===== src/hdl/mcsync_pkg.sv =====
/*
 * Constants for the multi-chip sync and input controller: register map,
 * control bit positions, reset values and stretch lengths.
 * Assumes a single 250 MHz clock and an AXI4-Lite register bus.
 */
package mcsync_pkg;

    // ------------------------------------------------------------
    // Register byte addresses
    // ------------------------------------------------------------
    localparam logic [7:0] MCS_CTRL0_ADDR = 8'h00;
    localparam logic [7:0] MCS_CTRL7_ADDR = 8'h1C;
    localparam logic [7:0] MCS_CTRL8_ADDR = 8'h20;
    localparam logic [7:0] MCS_CTRL11_ADDR = 8'h2C;
    localparam logic [7:0] MCS_CTRL25_ADDR = 8'h64;
    localparam logic [7:0] MCS_SYNC_CMD_ADDR = 8'h80;
    localparam logic [7:0] MCS_STATUS_ADDR = 8'h84;

    // ------------------------------------------------------------
    // Field positions
    // ------------------------------------------------------------
    localparam int MCS_C0_OFFSET_BIN = 0;
    localparam int MCS_C0_INTERP = 2;
    localparam int MCS_C0_SYNC_BACK = 3;
    localparam int MCS_C0_NCO_SYNC_EN = 19;
    localparam int MCS_C0_CIC_SYNC_EN = 20;
    localparam int MCS_C7_FILT_SYNC_EN = 21;
    localparam int MCS_C8_AGC_SYNC_EN = 29;
    localparam int MCS_C11_TNCO_LOAD = 5;
    localparam int MCS_CMD_SYNC = 0;
    localparam int MCS_CMD_MASTER = 1;
    localparam int MCS_ST_FRONT_RST = 0;
    localparam int MCS_ST_BACK_RST = 1;
    localparam int MCS_ST_BUF_FULL = 2;
    localparam int MCS_ST_FRONT_CNT = 8;
    localparam int MCS_ST_BACK_CNT = 16;

    // ------------------------------------------------------------
    // Reset values and responses
    // ------------------------------------------------------------
    localparam logic [31:0] MCS_CTRL_RESET = 32'h0000_0000;
    localparam logic [1:0] MCS_RESP_OKAY = 2'h0;
    localparam logic [1:0] MCS_RESP_SLVERR = 2'h2;

    // ------------------------------------------------------------
    // Timing
    // ------------------------------------------------------------
    localparam int MCS_CLK_PERIOD_NS = 4;
    localparam int MCS_SOFT_RESET_PERIODS = 10;
    localparam logic [3:0] MCS_SOFT_RESET_CYCLES = 4'(MCS_SOFT_RESET_PERIODS);

    localparam int MCS_SAMPLE_W = 14;

endpackage


===== src/hdl/mcsync_buf2.sv =====
/*
 * Two-entry buffer with valid/ready on both sides and a flush.
 * Assumes one clock and a synchronous active-high reset.
 */
`timescale 1ns/10ps
`default_nettype none

module mcsync_buf2 import mcsync_pkg::*; #(
    parameter int WIDTH = MCS_SAMPLE_W
) (
    // Clock and reset
    input wire logic clk_in,
    input wire logic rst_in,
    input wire logic flush_in,
    // Filling side
    input wire logic [WIDTH-1:0] in_data_in,
    input wire logic in_valid_in,
    output logic in_ready_out,
    // Draining side
    output logic [WIDTH-1:0] out_data_out,
    output logic out_valid_out,
    input wire logic out_ready_in,
    output logic full_out
);

    typedef struct packed {
        logic [1:0][WIDTH-1:0] mem;
        logic wr;
        logic rd;
        logic [1:0] cnt;
    } mcs_buf_s;

    mcs_buf_s st_r;
    mcs_buf_s st_nxt;
    logic push;
    logic pop;

    assign in_ready_out = (st_r.cnt != 2'h2);
    assign out_valid_out = (st_r.cnt != 2'h0);
    assign out_data_out = st_r.mem[st_r.rd];
    assign full_out = (st_r.cnt == 2'h2);
    assign push = in_valid_in && in_ready_out;
    assign pop = out_valid_out && out_ready_in;

    always_comb begin
        st_nxt = st_r;
        if (push) begin
            st_nxt.mem[st_r.wr] = in_data_in;
            st_nxt.wr = ~st_r.wr;
        end
        if (pop) begin
            st_nxt.rd = ~st_r.rd;
        end
        st_nxt.cnt = 2'(st_r.cnt + {1'b0, push} - {1'b0, pop});
        if (flush_in) begin
            st_nxt.wr = 1'b0;
            st_nxt.rd = 1'b0;
            st_nxt.cnt = 2'h0;
        end
    end

    always_ff @(posedge clk_in) begin
        if (rst_in) begin
            st_r <= '0;
        end else begin
            st_r <= st_nxt;
        end
    end

endmodule

`default_nettype wire


===== src/hdl/mcsync_ctrl.sv =====
/*
 * Multi-chip sync routing, stretched software reset and input sample
 * controller, with an AXI4-Lite register slave.
 * Assumes one clock for the front and back halves, synchronous inputs,
 * and that the board wires the sync lines between parts.
 */
// Our own choices: the AXI4-Lite interface to the registers and the address map.
`timescale 1ns/10ps
`default_nettype none

module mcsync_ctrl import mcsync_pkg::*; (
    // Clock and reset
    input wire logic clk_in,
    input wire logic rst_in,
    // AXI4-Lite write address and data
    input wire logic [7:0] s_axi_awaddr_in,
    input wire logic s_axi_awvalid_in,
    output logic s_axi_awready_out,
    input wire logic [31:0] s_axi_wdata_in,
    input wire logic [3:0] s_axi_wstrb_in,
    input wire logic s_axi_wvalid_in,
    output logic s_axi_wready_out,
    // AXI4-Lite write response
    output logic [1:0] s_axi_bresp_out,
    output logic s_axi_bvalid_out,
    input wire logic s_axi_bready_in,
    // AXI4-Lite read
    input wire logic [7:0] s_axi_araddr_in,
    input wire logic s_axi_arvalid_in,
    output logic s_axi_arready_out,
    output logic [31:0] s_axi_rdata_out,
    output logic [1:0] s_axi_rresp_out,
    output logic s_axi_rvalid_out,
    input wire logic s_axi_rready_in,
    // Sync lines
    input wire logic front_sync_in,
    input wire logic back_sync_in,
    input wire logic master_sync_in,
    output logic sync_pulse_out,
    output logic master_sync_out,
    // Front-end stage controls
    output logic front_soft_reset_out,
    output logic nco_update_out,
    output logic nco_feedback_clear_out,
    output logic cic_count_reset_out,
    // Back-end stage controls
    output logic back_soft_reset_out,
    output logic agc_load_out,
    output logic timing_nco_load_out,
    output logic timing_nco_reset_out,
    output logic filter_reset_out,
    output logic resampler_reset_out,
    output logic resampler_nco_update_out,
    // Input samples
    input wire logic [MCS_SAMPLE_W-1:0] sample_in,
    input wire logic input_sample_enable_in,
    output logic sample_ready_out,
    output logic [MCS_SAMPLE_W-1:0] sample_out,
    output logic sample_valid_out,
    input wire logic sample_ready_in
);

    // ------------------------------------------------------------
    // State
    // ------------------------------------------------------------
    typedef struct packed {
        logic aw_got;
        logic [7:0] aw_addr;
        logic w_got;
        logic [31:0] w_data;
        logic [3:0] w_strb;
        logic bvalid;
        logic [1:0] bresp;
        logic rvalid;
        logic [31:0] rdata;
        logic [1:0] rresp;
        logic [31:0] ctrl0;
        logic [31:0] ctrl7;
        logic [31:0] ctrl8;
        logic [31:0] ctrl11;
        logic [3:0] front_rst_cnt;
        logic [3:0] back_rst_cnt;
        logic front_q;
        logic front_q2;
        logic back_q;
        logic back_q2;
        logic master_q;
        logic master_q2;
        logic sync_trig;
        logic sync_back_stage;
        logic sync_out;
        logic msync_out;
        logic nco_update;
        logic cic_reset;
        logic agc_load;
        logic tnco_load;
        logic tnco_reset;
        logic filt_reset;
        logic resamp_reset;
        logic [7:0] front_cnt;
        logic [7:0] back_cnt;
    } mcs_state_s;

    mcs_state_s st_r;
    mcs_state_s st_nxt;

    logic buf_full;
    logic buf_in_ready;
    logic smp_valid;
    logic [MCS_SAMPLE_W-1:0] smp_data;
    logic front_rst_act;
    logic back_rst_act;
    logic front_edge;
    logic back_edge;
    logic master_edge;
    logic do_write;
    logic sync_cmd_wr;

    // ------------------------------------------------------------
    // Helpers
    // ------------------------------------------------------------
    function automatic logic [31:0] merge_bytes(input logic [31:0] old_v,
                                                input logic [31:0] new_v,
                                                input logic [3:0] strb);
        logic [31:0] res;
        res = old_v;
        for (int i = 0; i < 4; i++) begin
            if (strb[i]) begin
                res[i*8 +: 8] = new_v[i*8 +: 8];
            end
        end
        return res;
    endfunction

    function automatic logic addr_mapped(input logic [7:0] a);
        return (a == MCS_CTRL0_ADDR) || (a == MCS_CTRL7_ADDR) ||
               (a == MCS_CTRL8_ADDR) || (a == MCS_CTRL11_ADDR) ||
               (a == MCS_CTRL25_ADDR) || (a == MCS_SYNC_CMD_ADDR) ||
               (a == MCS_STATUS_ADDR);
    endfunction

    function automatic logic [3:0] count_down(input logic [3:0] c);
        return (c != 4'h0) ? 4'(c - 4'h1) : 4'h0;
    endfunction

    // ------------------------------------------------------------
    // Decoded conditions
    // ------------------------------------------------------------
    assign front_rst_act = (st_r.front_rst_cnt != 4'h0);
    assign back_rst_act = (st_r.back_rst_cnt != 4'h0);
    // Edges are taken from registered copies, each in its own half.
    assign front_edge = st_r.front_q && !st_r.front_q2 && !front_rst_act;
    assign back_edge = st_r.back_q && !st_r.back_q2 && !back_rst_act;
    assign master_edge = st_r.master_q && !st_r.master_q2;
    assign do_write = st_r.aw_got && st_r.w_got && !st_r.bvalid;
    assign sync_cmd_wr = do_write && (st_r.aw_addr == MCS_SYNC_CMD_ADDR) && st_r.w_strb[0];

    // ------------------------------------------------------------
    // Input sample path
    // ------------------------------------------------------------
    always_comb begin
        smp_data = sample_in;
        if (st_r.ctrl0[MCS_C0_OFFSET_BIN]) begin
            smp_data[MCS_SAMPLE_W-1] = ~sample_in[MCS_SAMPLE_W-1];
        end
        if (st_r.ctrl0[MCS_C0_INTERP]) begin
            smp_valid = !front_rst_act;
            if (!input_sample_enable_in) begin
                smp_data = '0;
            end
        end else begin
            smp_valid = input_sample_enable_in && !front_rst_act;
        end
    end

    assign sample_ready_out = buf_in_ready && !front_rst_act;

    mcsync_buf2 #(
        .WIDTH(MCS_SAMPLE_W)
    ) u_buf (
        .clk_in(clk_in),
        .rst_in(rst_in),
        .flush_in(front_rst_act),
        .in_data_in(smp_data),
        .in_valid_in(smp_valid),
        .in_ready_out(buf_in_ready),
        .out_data_out(sample_out),
        .out_valid_out(sample_valid_out),
        .out_ready_in(sample_ready_in),
        .full_out(buf_full)
    );

    // ------------------------------------------------------------
    // Next state
    // ------------------------------------------------------------
    always_comb begin
        st_nxt = st_r;

        // Write address and data are taken in either order.
        if (s_axi_awvalid_in && s_axi_awready_out) begin
            st_nxt.aw_got = 1'b1;
            st_nxt.aw_addr = s_axi_awaddr_in;
        end
        if (s_axi_wvalid_in && s_axi_wready_out) begin
            st_nxt.w_got = 1'b1;
            st_nxt.w_data = s_axi_wdata_in;
            st_nxt.w_strb = s_axi_wstrb_in;
        end
        if (do_write) begin
            st_nxt.aw_got = 1'b0;
            st_nxt.w_got = 1'b0;
            st_nxt.bvalid = 1'b1;
            st_nxt.bresp = addr_mapped(st_r.aw_addr) ? MCS_RESP_OKAY : MCS_RESP_SLVERR;
            unique case (st_r.aw_addr)
                MCS_CTRL0_ADDR: begin
                    st_nxt.ctrl0 = merge_bytes(st_r.ctrl0, st_r.w_data, st_r.w_strb);
                end
                MCS_CTRL7_ADDR: begin
                    st_nxt.ctrl7 = merge_bytes(st_r.ctrl7, st_r.w_data, st_r.w_strb);
                end
                MCS_CTRL8_ADDR: begin
                    st_nxt.ctrl8 = merge_bytes(st_r.ctrl8, st_r.w_data, st_r.w_strb);
                end
                MCS_CTRL11_ADDR: begin
                    st_nxt.ctrl11 = merge_bytes(st_r.ctrl11, st_r.w_data, st_r.w_strb);
                end
                default: begin
                end
            endcase
        end
        if (st_r.bvalid && s_axi_bready_in) begin
            st_nxt.bvalid = 1'b0;
        end

        // Read: one word answered the cycle after the address is taken.
        if (s_axi_arvalid_in && s_axi_arready_out) begin
            st_nxt.rvalid = 1'b1;
            st_nxt.rresp = addr_mapped(s_axi_araddr_in) ? MCS_RESP_OKAY : MCS_RESP_SLVERR;
            unique case (s_axi_araddr_in)
                MCS_CTRL0_ADDR: st_nxt.rdata = st_r.ctrl0;
                MCS_CTRL7_ADDR: st_nxt.rdata = st_r.ctrl7;
                MCS_CTRL8_ADDR: st_nxt.rdata = st_r.ctrl8;
                MCS_CTRL11_ADDR: st_nxt.rdata = st_r.ctrl11;
                MCS_STATUS_ADDR: begin
                    st_nxt.rdata = 32'h0000_0000;
                    st_nxt.rdata[MCS_ST_FRONT_RST] = front_rst_act;
                    st_nxt.rdata[MCS_ST_BACK_RST] = back_rst_act;
                    st_nxt.rdata[MCS_ST_BUF_FULL] = buf_full;
                    st_nxt.rdata[MCS_ST_FRONT_CNT +: 8] = st_r.front_cnt;
                    st_nxt.rdata[MCS_ST_BACK_CNT +: 8] = st_r.back_cnt;
                end
                default: st_nxt.rdata = 32'h0000_0000;
            endcase
        end else if (st_r.rvalid && s_axi_rready_in) begin
            st_nxt.rvalid = 1'b0;
        end

        // Software reset is stretched separately in each half.
        st_nxt.front_rst_cnt = count_down(st_r.front_rst_cnt);
        st_nxt.back_rst_cnt = count_down(st_r.back_rst_cnt);
        if (do_write && (st_r.aw_addr == MCS_CTRL25_ADDR)) begin
            st_nxt.front_rst_cnt = MCS_SOFT_RESET_CYCLES;
            st_nxt.back_rst_cnt = MCS_SOFT_RESET_CYCLES;
        end

        // Sync line capture.
        st_nxt.front_q = front_sync_in;
        st_nxt.front_q2 = st_r.front_q;
        st_nxt.back_q = back_sync_in;
        st_nxt.back_q2 = st_r.back_q;
        st_nxt.master_q = master_sync_in;
        st_nxt.master_q2 = st_r.master_q;

        // Outgoing sync: a command or a master edge, timed to one half.
        st_nxt.sync_trig = (sync_cmd_wr && st_r.w_data[MCS_CMD_SYNC]) || master_edge;
        st_nxt.msync_out = sync_cmd_wr && st_r.w_data[MCS_CMD_MASTER];
        st_nxt.sync_back_stage = st_r.sync_trig && st_r.ctrl0[MCS_C0_SYNC_BACK] && !back_rst_act;
        if (st_r.ctrl0[MCS_C0_SYNC_BACK]) begin
            st_nxt.sync_out = st_r.sync_back_stage;
        end else begin
            st_nxt.sync_out = st_r.sync_trig && !front_rst_act;
        end

        // Front-end half actions.
        st_nxt.nco_update = front_edge && st_r.ctrl0[MCS_C0_NCO_SYNC_EN];
        st_nxt.cic_reset = front_edge && st_r.ctrl0[MCS_C0_CIC_SYNC_EN];
        if (front_edge) begin
            st_nxt.front_cnt = 8'(st_r.front_cnt + 8'h01);
        end

        // Back-end half actions.
        st_nxt.agc_load = back_edge && st_r.ctrl8[MCS_C8_AGC_SYNC_EN];
        st_nxt.tnco_load = back_edge && st_r.ctrl11[MCS_C11_TNCO_LOAD];
        st_nxt.tnco_reset = back_edge && !st_r.ctrl11[MCS_C11_TNCO_LOAD];
        st_nxt.filt_reset = back_edge && st_r.ctrl7[MCS_C7_FILT_SYNC_EN];
        st_nxt.resamp_reset = back_edge;
        if (back_edge) begin
            st_nxt.back_cnt = 8'(st_r.back_cnt + 8'h01);
        end
    end

    // ------------------------------------------------------------
    // Registers
    // ------------------------------------------------------------
    // Front and back halves share the one clock, each on its rising edge.
    always_ff @(posedge clk_in) begin
        if (rst_in) begin
            st_r <= '0;
            st_r.ctrl0 <= MCS_CTRL_RESET;
            st_r.ctrl7 <= MCS_CTRL_RESET;
            st_r.ctrl8 <= MCS_CTRL_RESET;
            st_r.ctrl11 <= MCS_CTRL_RESET;
        end else begin
            st_r <= st_nxt;
        end
    end

    // ------------------------------------------------------------
    // Outputs
    // ------------------------------------------------------------
    assign s_axi_awready_out = !st_r.aw_got && !st_r.bvalid;
    assign s_axi_wready_out = !st_r.w_got && !st_r.bvalid;
    assign s_axi_bvalid_out = st_r.bvalid;
    assign s_axi_bresp_out = st_r.bresp;
    assign s_axi_arready_out = !st_r.rvalid;
    assign s_axi_rvalid_out = st_r.rvalid;
    assign s_axi_rdata_out = st_r.rdata;
    assign s_axi_rresp_out = st_r.rresp;

    assign sync_pulse_out = st_r.sync_out;
    assign master_sync_out = st_r.msync_out;
    assign front_soft_reset_out = front_rst_act;
    assign back_soft_reset_out = back_rst_act;
    assign nco_update_out = st_r.nco_update;
    assign nco_feedback_clear_out = st_r.nco_update;
    assign cic_count_reset_out = st_r.cic_reset;
    assign agc_load_out = st_r.agc_load;
    assign timing_nco_load_out = st_r.tnco_load;
    assign timing_nco_reset_out = st_r.tnco_reset;
    assign filter_reset_out = st_r.filt_reset;
    assign resampler_reset_out = st_r.resamp_reset;
    assign resampler_nco_update_out = st_r.resamp_reset;

endmodule

`default_nettype wire


===== config.mk =====
export PLATFORM = sky130hd
export DESIGN_NAME = mcsync_ctrl
export DESIGN_NICKNAME = d
export VERILOG_FILES = /design/src/hdl/mcsync_pkg.sv /design/src/hdl/mcsync_buf2.sv /design/src/hdl/mcsync_ctrl.sv
export SDC_FILE = /design/constraint.sdc
export NUM_CORES = 1
export LEC_CHECK = 0
export BUFFER_PORTS_ARGS = -buffer_cell sky130_fd_sc_hd__buf_2
export CAP_MARGIN = 20
export CORE_UTILIZATION = 58
export CTS_CLUSTER_DIAMETER = 100
export DETAILED_ROUTE_END_ITERATION = 8
export HOLD_SLACK_MARGIN = 0.06
export PLACE_DENSITY = 0.8
export SETUP_SLACK_MARGIN = 0.4
export SYNTH_ARGS = -nofsm -noshare
export SYNTH_HDL_FRONTEND = slang
export SYNTH_SLANG_ARGS = --single-unit
export TNS_END_PERCENT = 10

===== constraint.sdc =====
create_clock -name clk_in -period 2.3 [get_ports clk_in]
set_input_delay 0.115 -clock clk_in [delete_from_list [all_inputs] [get_ports clk_in]]
set_output_delay 0.115 -clock clk_in [all_outputs]
set_load 0.005 [all_outputs]

==> flow_summary.yaml, run 1 <==
cells_and_area:
  fin_nets: 1526
  drive_gt1_share_pct: 19.8
  diodes: 0
  nFillCells: 1499
  synthToLayoutAreaGrowth_pct: 21.1
  final_util_pct: 71.6
setup_path:
  setup.worst_path.start_class: "flop"
  rrSetupSlack_ns: 0.37
  required_ns: 2.73
  end_kind: "flop"
  worstPathArrival_ns: 2.36
  r2r-start: "u_buf.st_r[1]"
  cp_max_fo: 3
  worstSetupPathType: "flop to flop"
  r2r_end: "u_buf.st_r[1]"
  r2r_cells: 8
  crit_start: "u_buf.st_r[1]"
clock_network:
  cts_tree: "built"
  numCtsBuffers: 29
  clk_pin_slew_ns: 0.06
  clock_sinks: 283
  clock_path_buffers: 3
  htreeDepth: 1
  postCtsSetupBuffers: 0
  clk_latency_ns: 0.55
  clockRootBuffer: "clkbuf_16"
timing:
  hold_viol: 0
  rsz0062_at_grt: "true"
  fin_crit_sh_pct: 83.9
  setup_viol: 0
  slew_violations: 0
  slew_headroom_pct: 53.6
  fmax_mhz: 518
  setup_tns_ns: 0
  tightest_slew_ns: 0.694
  finalClockSkew_ns: 0.00800
  min_period_ns: 1.93
job:
  drv_cap: 0
die:
  die_w_um: 145
  dieArea_sq_um: 21100
  rows: 52
  fp.dieH_um: 145
  top_level_ports: 148
  fp.coreArea_sq_um: 20200
  start_util_pct: 59.1
routing:
  routed_wl_mm: 31.2
  firstDrtPassIters: 5
  antenna_left: 0
  wire_per_inst_um: 18.0
  first_iter_violations: 728
  route.detailed.drc: 0
  routed-via-count: 9940
  avgViaCountPerCell: 5.73
worst_hold_path:
  min_to: "u_buf.st_r[17]"
  min_path_type: "primary input to flop"
  worst_hold_startpoint: "sample_in[13]"
  whs_path_depth: 4
pwr:
  p_sw_mw: 2.75
  peakVddDrop_mv: 0.615
  p_leak_nw: 6.72
  clkPwrFrac_pct: 40.3
  internal_power_mw: 8.25
  p_per_area_nw_per_um2: 762
  pwr-share-comb_pct: 11.4
  power_frac_seq_pct: 48.2
  p_sw_share_pct: 25.0
yosys:
  yosys.cell_types.count: 57
  synth_edf_count: 0
  synth-seq-area-share_pct: 47.5
  synth.avg_cell_area_sq_um: 9.37
  syn_area_sq_um: 11900
  netlist_instances: 1273
  ys_ff_latch: 283
  ys_async_sr_fraction_pct: 0
  ys.flop_type: "dfxtp_1"
  ys_warn_count: 0
global_routing:
  grt_pass1_wl_mm: 50.1
  grt_pass1_vias: 9765
  grt_use_total_pct: 29.3
  grt_antenna_before_repair: 0
  grt_start_max_net_pins: 77
  grt-ovfl-total: 0
place:
  gp_congestion: 0.801
  port_buffers: 145
  dpl.hpwl_mm: 19.0
status:
  status: "completed"
==> logic make-up after synthesis <==
group	after synthesis	share of synthesized area [%]
flops	283	47.5
compound gates	188	11.1
mux	188	16.1
xor+xnor	19	1.40
fa+ha+maj	4	0.420
simple gates	458	18.0
other cells	1	0.0314
buf+inv	132	5.51
==> stage by stage <==
step | instances | worst slack, ns | total power [mW] | hold slack, ns | area (sq um)
global placement | 1609 | 0.302 | 6.46 | 0.329 | 12800
CTS | 1734 | 0.311 | 11.0 | 0.0605 | 14400
floorplan | 1274 | 0.344 | 6.08 | 0.243 | 11900
detailed placement | 1609 | 0.258 | 6.50 | 0.334 | 12800
finish | 1734 | 0.370 | 11.0 | 0.0616 | 14400
global route | 1734 | 0.228 | 11.4 | 0.0706 | 14400
==> power by group through the flow <==
stage	clock network (mW)	logic, mW	registers, mW
3_3_place_gp	0	1.08	5.39
2_1_floorplan	0	0.778	5.30
3_5_place_dp	0	1.11	5.40
5_1_grt	4.70	1.37	5.33
4_1_cts	4.48	1.21	5.29
6_report	4.44	1.25	5.31
==> worst max path at each step <==
stage                     depth (start not counted)  slack [ns]                   to
after floorplan                                   6        0.34  s_axi_rdata_out[24]
after global placement                            5        0.30   s_axi_rdata_out[4]
after detailed placement                          6        0.26   s_axi_rdata_out[7]
after CTS                                         7        0.31        u_buf.st_r[1]
after global routing                              5        0.23            st_r[129]
final                                             8        0.37        u_buf.st_r[1]
==> synth_stat cells (all sizes together), types with 7 or more instances <==
cell | count | area share (%)
dfxtp | 283 | 48
nor2 | 177 | 5.6
mux2i | 156 | 13
nand2 | 132 | 4.2
clkbuf | 75 | 2.4
a21oi | 63 | 2.6
buf | 48 | 2.9
mux2 | 32 | 3.0
nand2b | 32 | 1.7
o21ai | 31 | 1.6
nand3 | 25 | 1.0
nand4 | 19 | 1.0
a22o | 18 | 1.3
a211oi | 17 | 1.1
a222oi | 17 | 1.4
a22oi | 15 | 0.94
o22a | 15 | 1.1
xor2 | 14 | 1.0
nor2b | 13 | 0.68
and2 | 11 | 0.58
nor3 | 11 | 0.46
inv | 9 | 0.28
nor4 | 7 | 0.70
==> sequential cells by signal (all words and copies together), names as in the netlist, 3 cells and up <==
signal           cells
st_nxt               3
st_r               203
u_buf.st_r          32
s_axi_rdata_out     32
==> per-layer routing <==
| layer | global-route usage, % | vias to the layer above | share of wire (%) | wire, um |
|---|---|---|---|---|
| li1 | - | 4733 | - | - |
| met1 | 38.0 | 4812 | 44 | 13600 |
| met2 | 50.0 | 333 | 48 | 15000 |
| met3 | 4.20 | 62 | 5.9 | 1840 |
| met4 | 9.89 | 0 | 2.2 | 690 |
| met5 | 0 | - | 0 | 0 |
==> cells in the final DEF, fill, tap and decap left out, drive strengths merged, types with 4 or more instances in the layout <==
| master | n |
|---|---|
| nand2b | 32 |
| inv | 10 |
| nor2b | 13 |
| nor2 | 177 |
| nor3 | 11 |
| clkbuf | 45 |
| nand4 | 19 |
| a222oi | 17 |
| nand2 | 132 |
| nand3 | 25 |
| dfxtp | 283 |
| and2 | 11 |
| nand3b | 5 |
| or4 | 4 |
| o22a | 15 |
| ha | 4 |
| dlygate4sd3 | 74 |
| a21oi | 63 |
| buf | 188 |
| or3 | 4 |
| xor2 | 14 |
| o21ai | 31 |
| a22o | 18 |
| nor3b | 4 |
| xnor2 | 5 |
| a211oi | 17 |
| clkinv | 4 |
| mux2i | 156 |
| nor4 | 7 |
| a22oi | 15 |
| mux2 | 32 |
==> worst max-delay path: stages (launching register included) <==
cell     delay (ns)
dfxtp_1        0.35
or2_2          0.32
and2_1         0.21
ha_1           0.29
inv_1          0.04
ha_1           0.19
xor2_1         0.20
xnor2_1        0.14
nor2_1         0.07
==> what timing repair did <==
action / 4_1_cts / 5_1_grt
resized for setup: 1 / 2
hold endpoints to repair: 115 / 0
setup endpoints to repair: 16 / 59
hold buffers: 74 / 0
==> layout make-up <==
type                       count  area (sq um)  area share, %
sequential                   283          5670           39.2
tap                          270           338           2.34
inverter                       9          33.8          0.234
clock inverter                 6          36.3          0.251
clock buffer                  45           866           6.00
multi-input combinational    859          5640           39.1
timing repair buffer         262          1860           12.9
(Power assumes the default switching activity.)
==> run 2, diff against run 1 <==
- clock period: 2.3 -> 1.85 ns (I/O delays scaled with it)
==> run 2 against run 1 <==
- wire length up 4.6%
- sequential cell count unchanged
- global-route usage up 0.19 points
- critical path depth unchanged
- die area unchanged
- via count up 2.9%
==> flow_summary.yaml, run 2 (synthesized netlist as in run 1, its figures left out) <==
status:
  status: "completed"
pwr:
  peakVddDrop_mv: 0.733
  p_leak_nw: 6.98
  p_per_area_nw_per_um2: 994
worst_hold_path:
  min_path_type: "primary input to flop"
  whs_path_depth: 5
routing:
  antenna_left: 0
  first_iter_violations: 814
  route.detailed.drc: 0
  routed-via-count: 10233
  avgViaCountPerCell: 5.79
  firstDrtPassIters: 5
  wire_per_inst_um: 18.4
  routed_wl_mm: 32.6
cells_and_area:
  final_cell_mix: "dfxtp_1, nor2_1, mux2i_1"
  fin_nets: 1556
  nFillCells: 1337
  largest_reg_flops: 203
  synthToLayoutAreaGrowth_pct: 26.9
  drive_gt1_share_pct: 24.9
  final_area_sq_um: 15100
  seq_area_sq_um: 5690
  top_register: "st_r"
  final_cells: 1768
  final_common_cell: "dfxtp_1"
  multi_input_area_sq_um: 5850
timing:
  slew_headroom_pct: 39.9
  slew_violations: 0
  worst_hold_slack_ns: 0.109
  finalClockSkew_ns: 0.0204
  hold_viol: 0
  setup_viol: 0
  fmax_mhz: 569
  fin_crit_sh_pct: 95.0
  rsz0062_at_grt: "true"
  min_period_ns: 1.76
  tightest_slew_ns: 0.898
  worst_slack_ns: 0.0921
die:
  fp.dieH_um: 145
  dieArea_sq_um: 21100
  die_w_um: 145
  start_util_pct: 59.1
  top_level_ports: 148
  rows: 52
  fp.coreArea_sq_um: 20200
global_routing:
  grt_pass1_wl_mm: 50.9
  grt_pass1_vias: 9999
  grt-ovfl-total: 0
  groute.layer.met2.usage_pct: 50.8
  grt_use_total_pct: 29.4
  use_met3_pct: 4.45
  grt_antenna_before_repair: 2
  grt-busiest-layer: "met2"
  grt_start_max_net_pins: 78
  gr-usage-met1_pct: 37.4
clock_network:
  clk_pin_slew_ns: 0.06
  clock_sinks: 283
  clock_path_buffers: 3
  clockRootBuffer: "clkbuf_16"
  clk_latency_ns: 0.55
  numCtsBuffers: 30
  cts_tree: "built"
  htreeDepth: 1
setup_path:
  required_ns: 2.28
  setup.worst_path.start_class: "flop"
  cp_max_fo: 3
  worstPathArrival_ns: 2.19
  end_kind: "flop"
  worstSetupPathType: "flop to flop"
  r2r_cells: 8
place:
  placed_cell_area_sq_um: 13000
  port_buffers: 145
  gp_congestion: 0.834
  dp_slack_ns: -0.134
  dp.cells: 1633
  dpl.hpwl_mm: 19.5
job:
  drv_cap: 0
-- run 2: cell types whose count changed in the layout (fill, tap and decap cells not counted), moves of 5 or more --
cell,before,now
buf_4,38,63
buf_6,1,6
bufinv_16,0,7
clkbuf_1,8,3
dfxtp_1,282,271
dfxtp_2,1,8
dlygate4sd3_1,74,67
mux2i_1,156,151
nand3_1,25,16
nand3_2,0,7
o21ai_0,18,7
o21ai_1,3,14
-- run 2: metal layers --
layer  vias up  wire [um]  share of wire (%)
met3        90       2360                7.2
met2       414      15900                 49
li1       4800          -                  -
met4         0       1060                3.2
met5         -          0                  0
met1      4929      13300                 41
-- run 2: path summary, 6_finish.rpt --
check / from / endpoint / slack (ns)
worst min register to register: st_r[25] / sync_pulse_out / 0.46
worst max-delay path: u_buf.st_r[0] / u_buf.st_r[1] / 0.09
worst max register to register: u_buf.st_r[0] / u_buf.st_r[1] / 0.09
worst min-delay path: s_axi_wvalid_in / st_r[235] / 0.11
-- run 2: cell type report --
| cell class | instances | area share, % |
|---|---|---|
| repair buffers | 291 | 14.0 |
| well taps | 270 | 2.23 |
| clock inverters | 16 | 1.79 |
| flip-flops and latches | 283 | 37.6 |
| clock buffers | 38 | 5.49 |
| inverters | 9 | 0.223 |
| diodes | 2 | 0.0331 |
| multi-input cells | 859 | 38.6 |
-- run 2: power breakdown --
part	leakage (nW)	internal [mW]	switching, mW
clock network	0.547	4.14	2.46
logic	4.13	0.886	0.994
registers	2.30	6.33	0.229
total	6.98	11.4	3.68
-- run 2: worst max-delay path, cell delays in order, from the launching register on --
cell and delay [ns]:
dfxtp_2 0.34, or2_4 0.24, and2_4 0.16, ha_4 0.23, inv_1 0.06, ha_2 0.22
xor2_2 0.20, xnor2_1 0.14, nor2_1 0.05
-- run 2: repair_timing --
item	4_1_cts	5_1_grt
resized for setup	20	39
hold buffers	67	0
endpoints found under the setup margin	190	222
cloned	0	2
pin swaps	7	7
buffers inserted	6	4
endpoints found under the hold margin	107	0
-- run 2: per-stage QoR --
stage,setup TNS [ns],power (mW),util (%)
final,0,15.0,75.0
after global routing,0,15.5,75.0
after CTS,0,14.9,74.0
after detailed placement,-1.56,8.16,64.6
after global placement,-1.27,8.11,64.6
after floorplan,-0.814,7.61,-
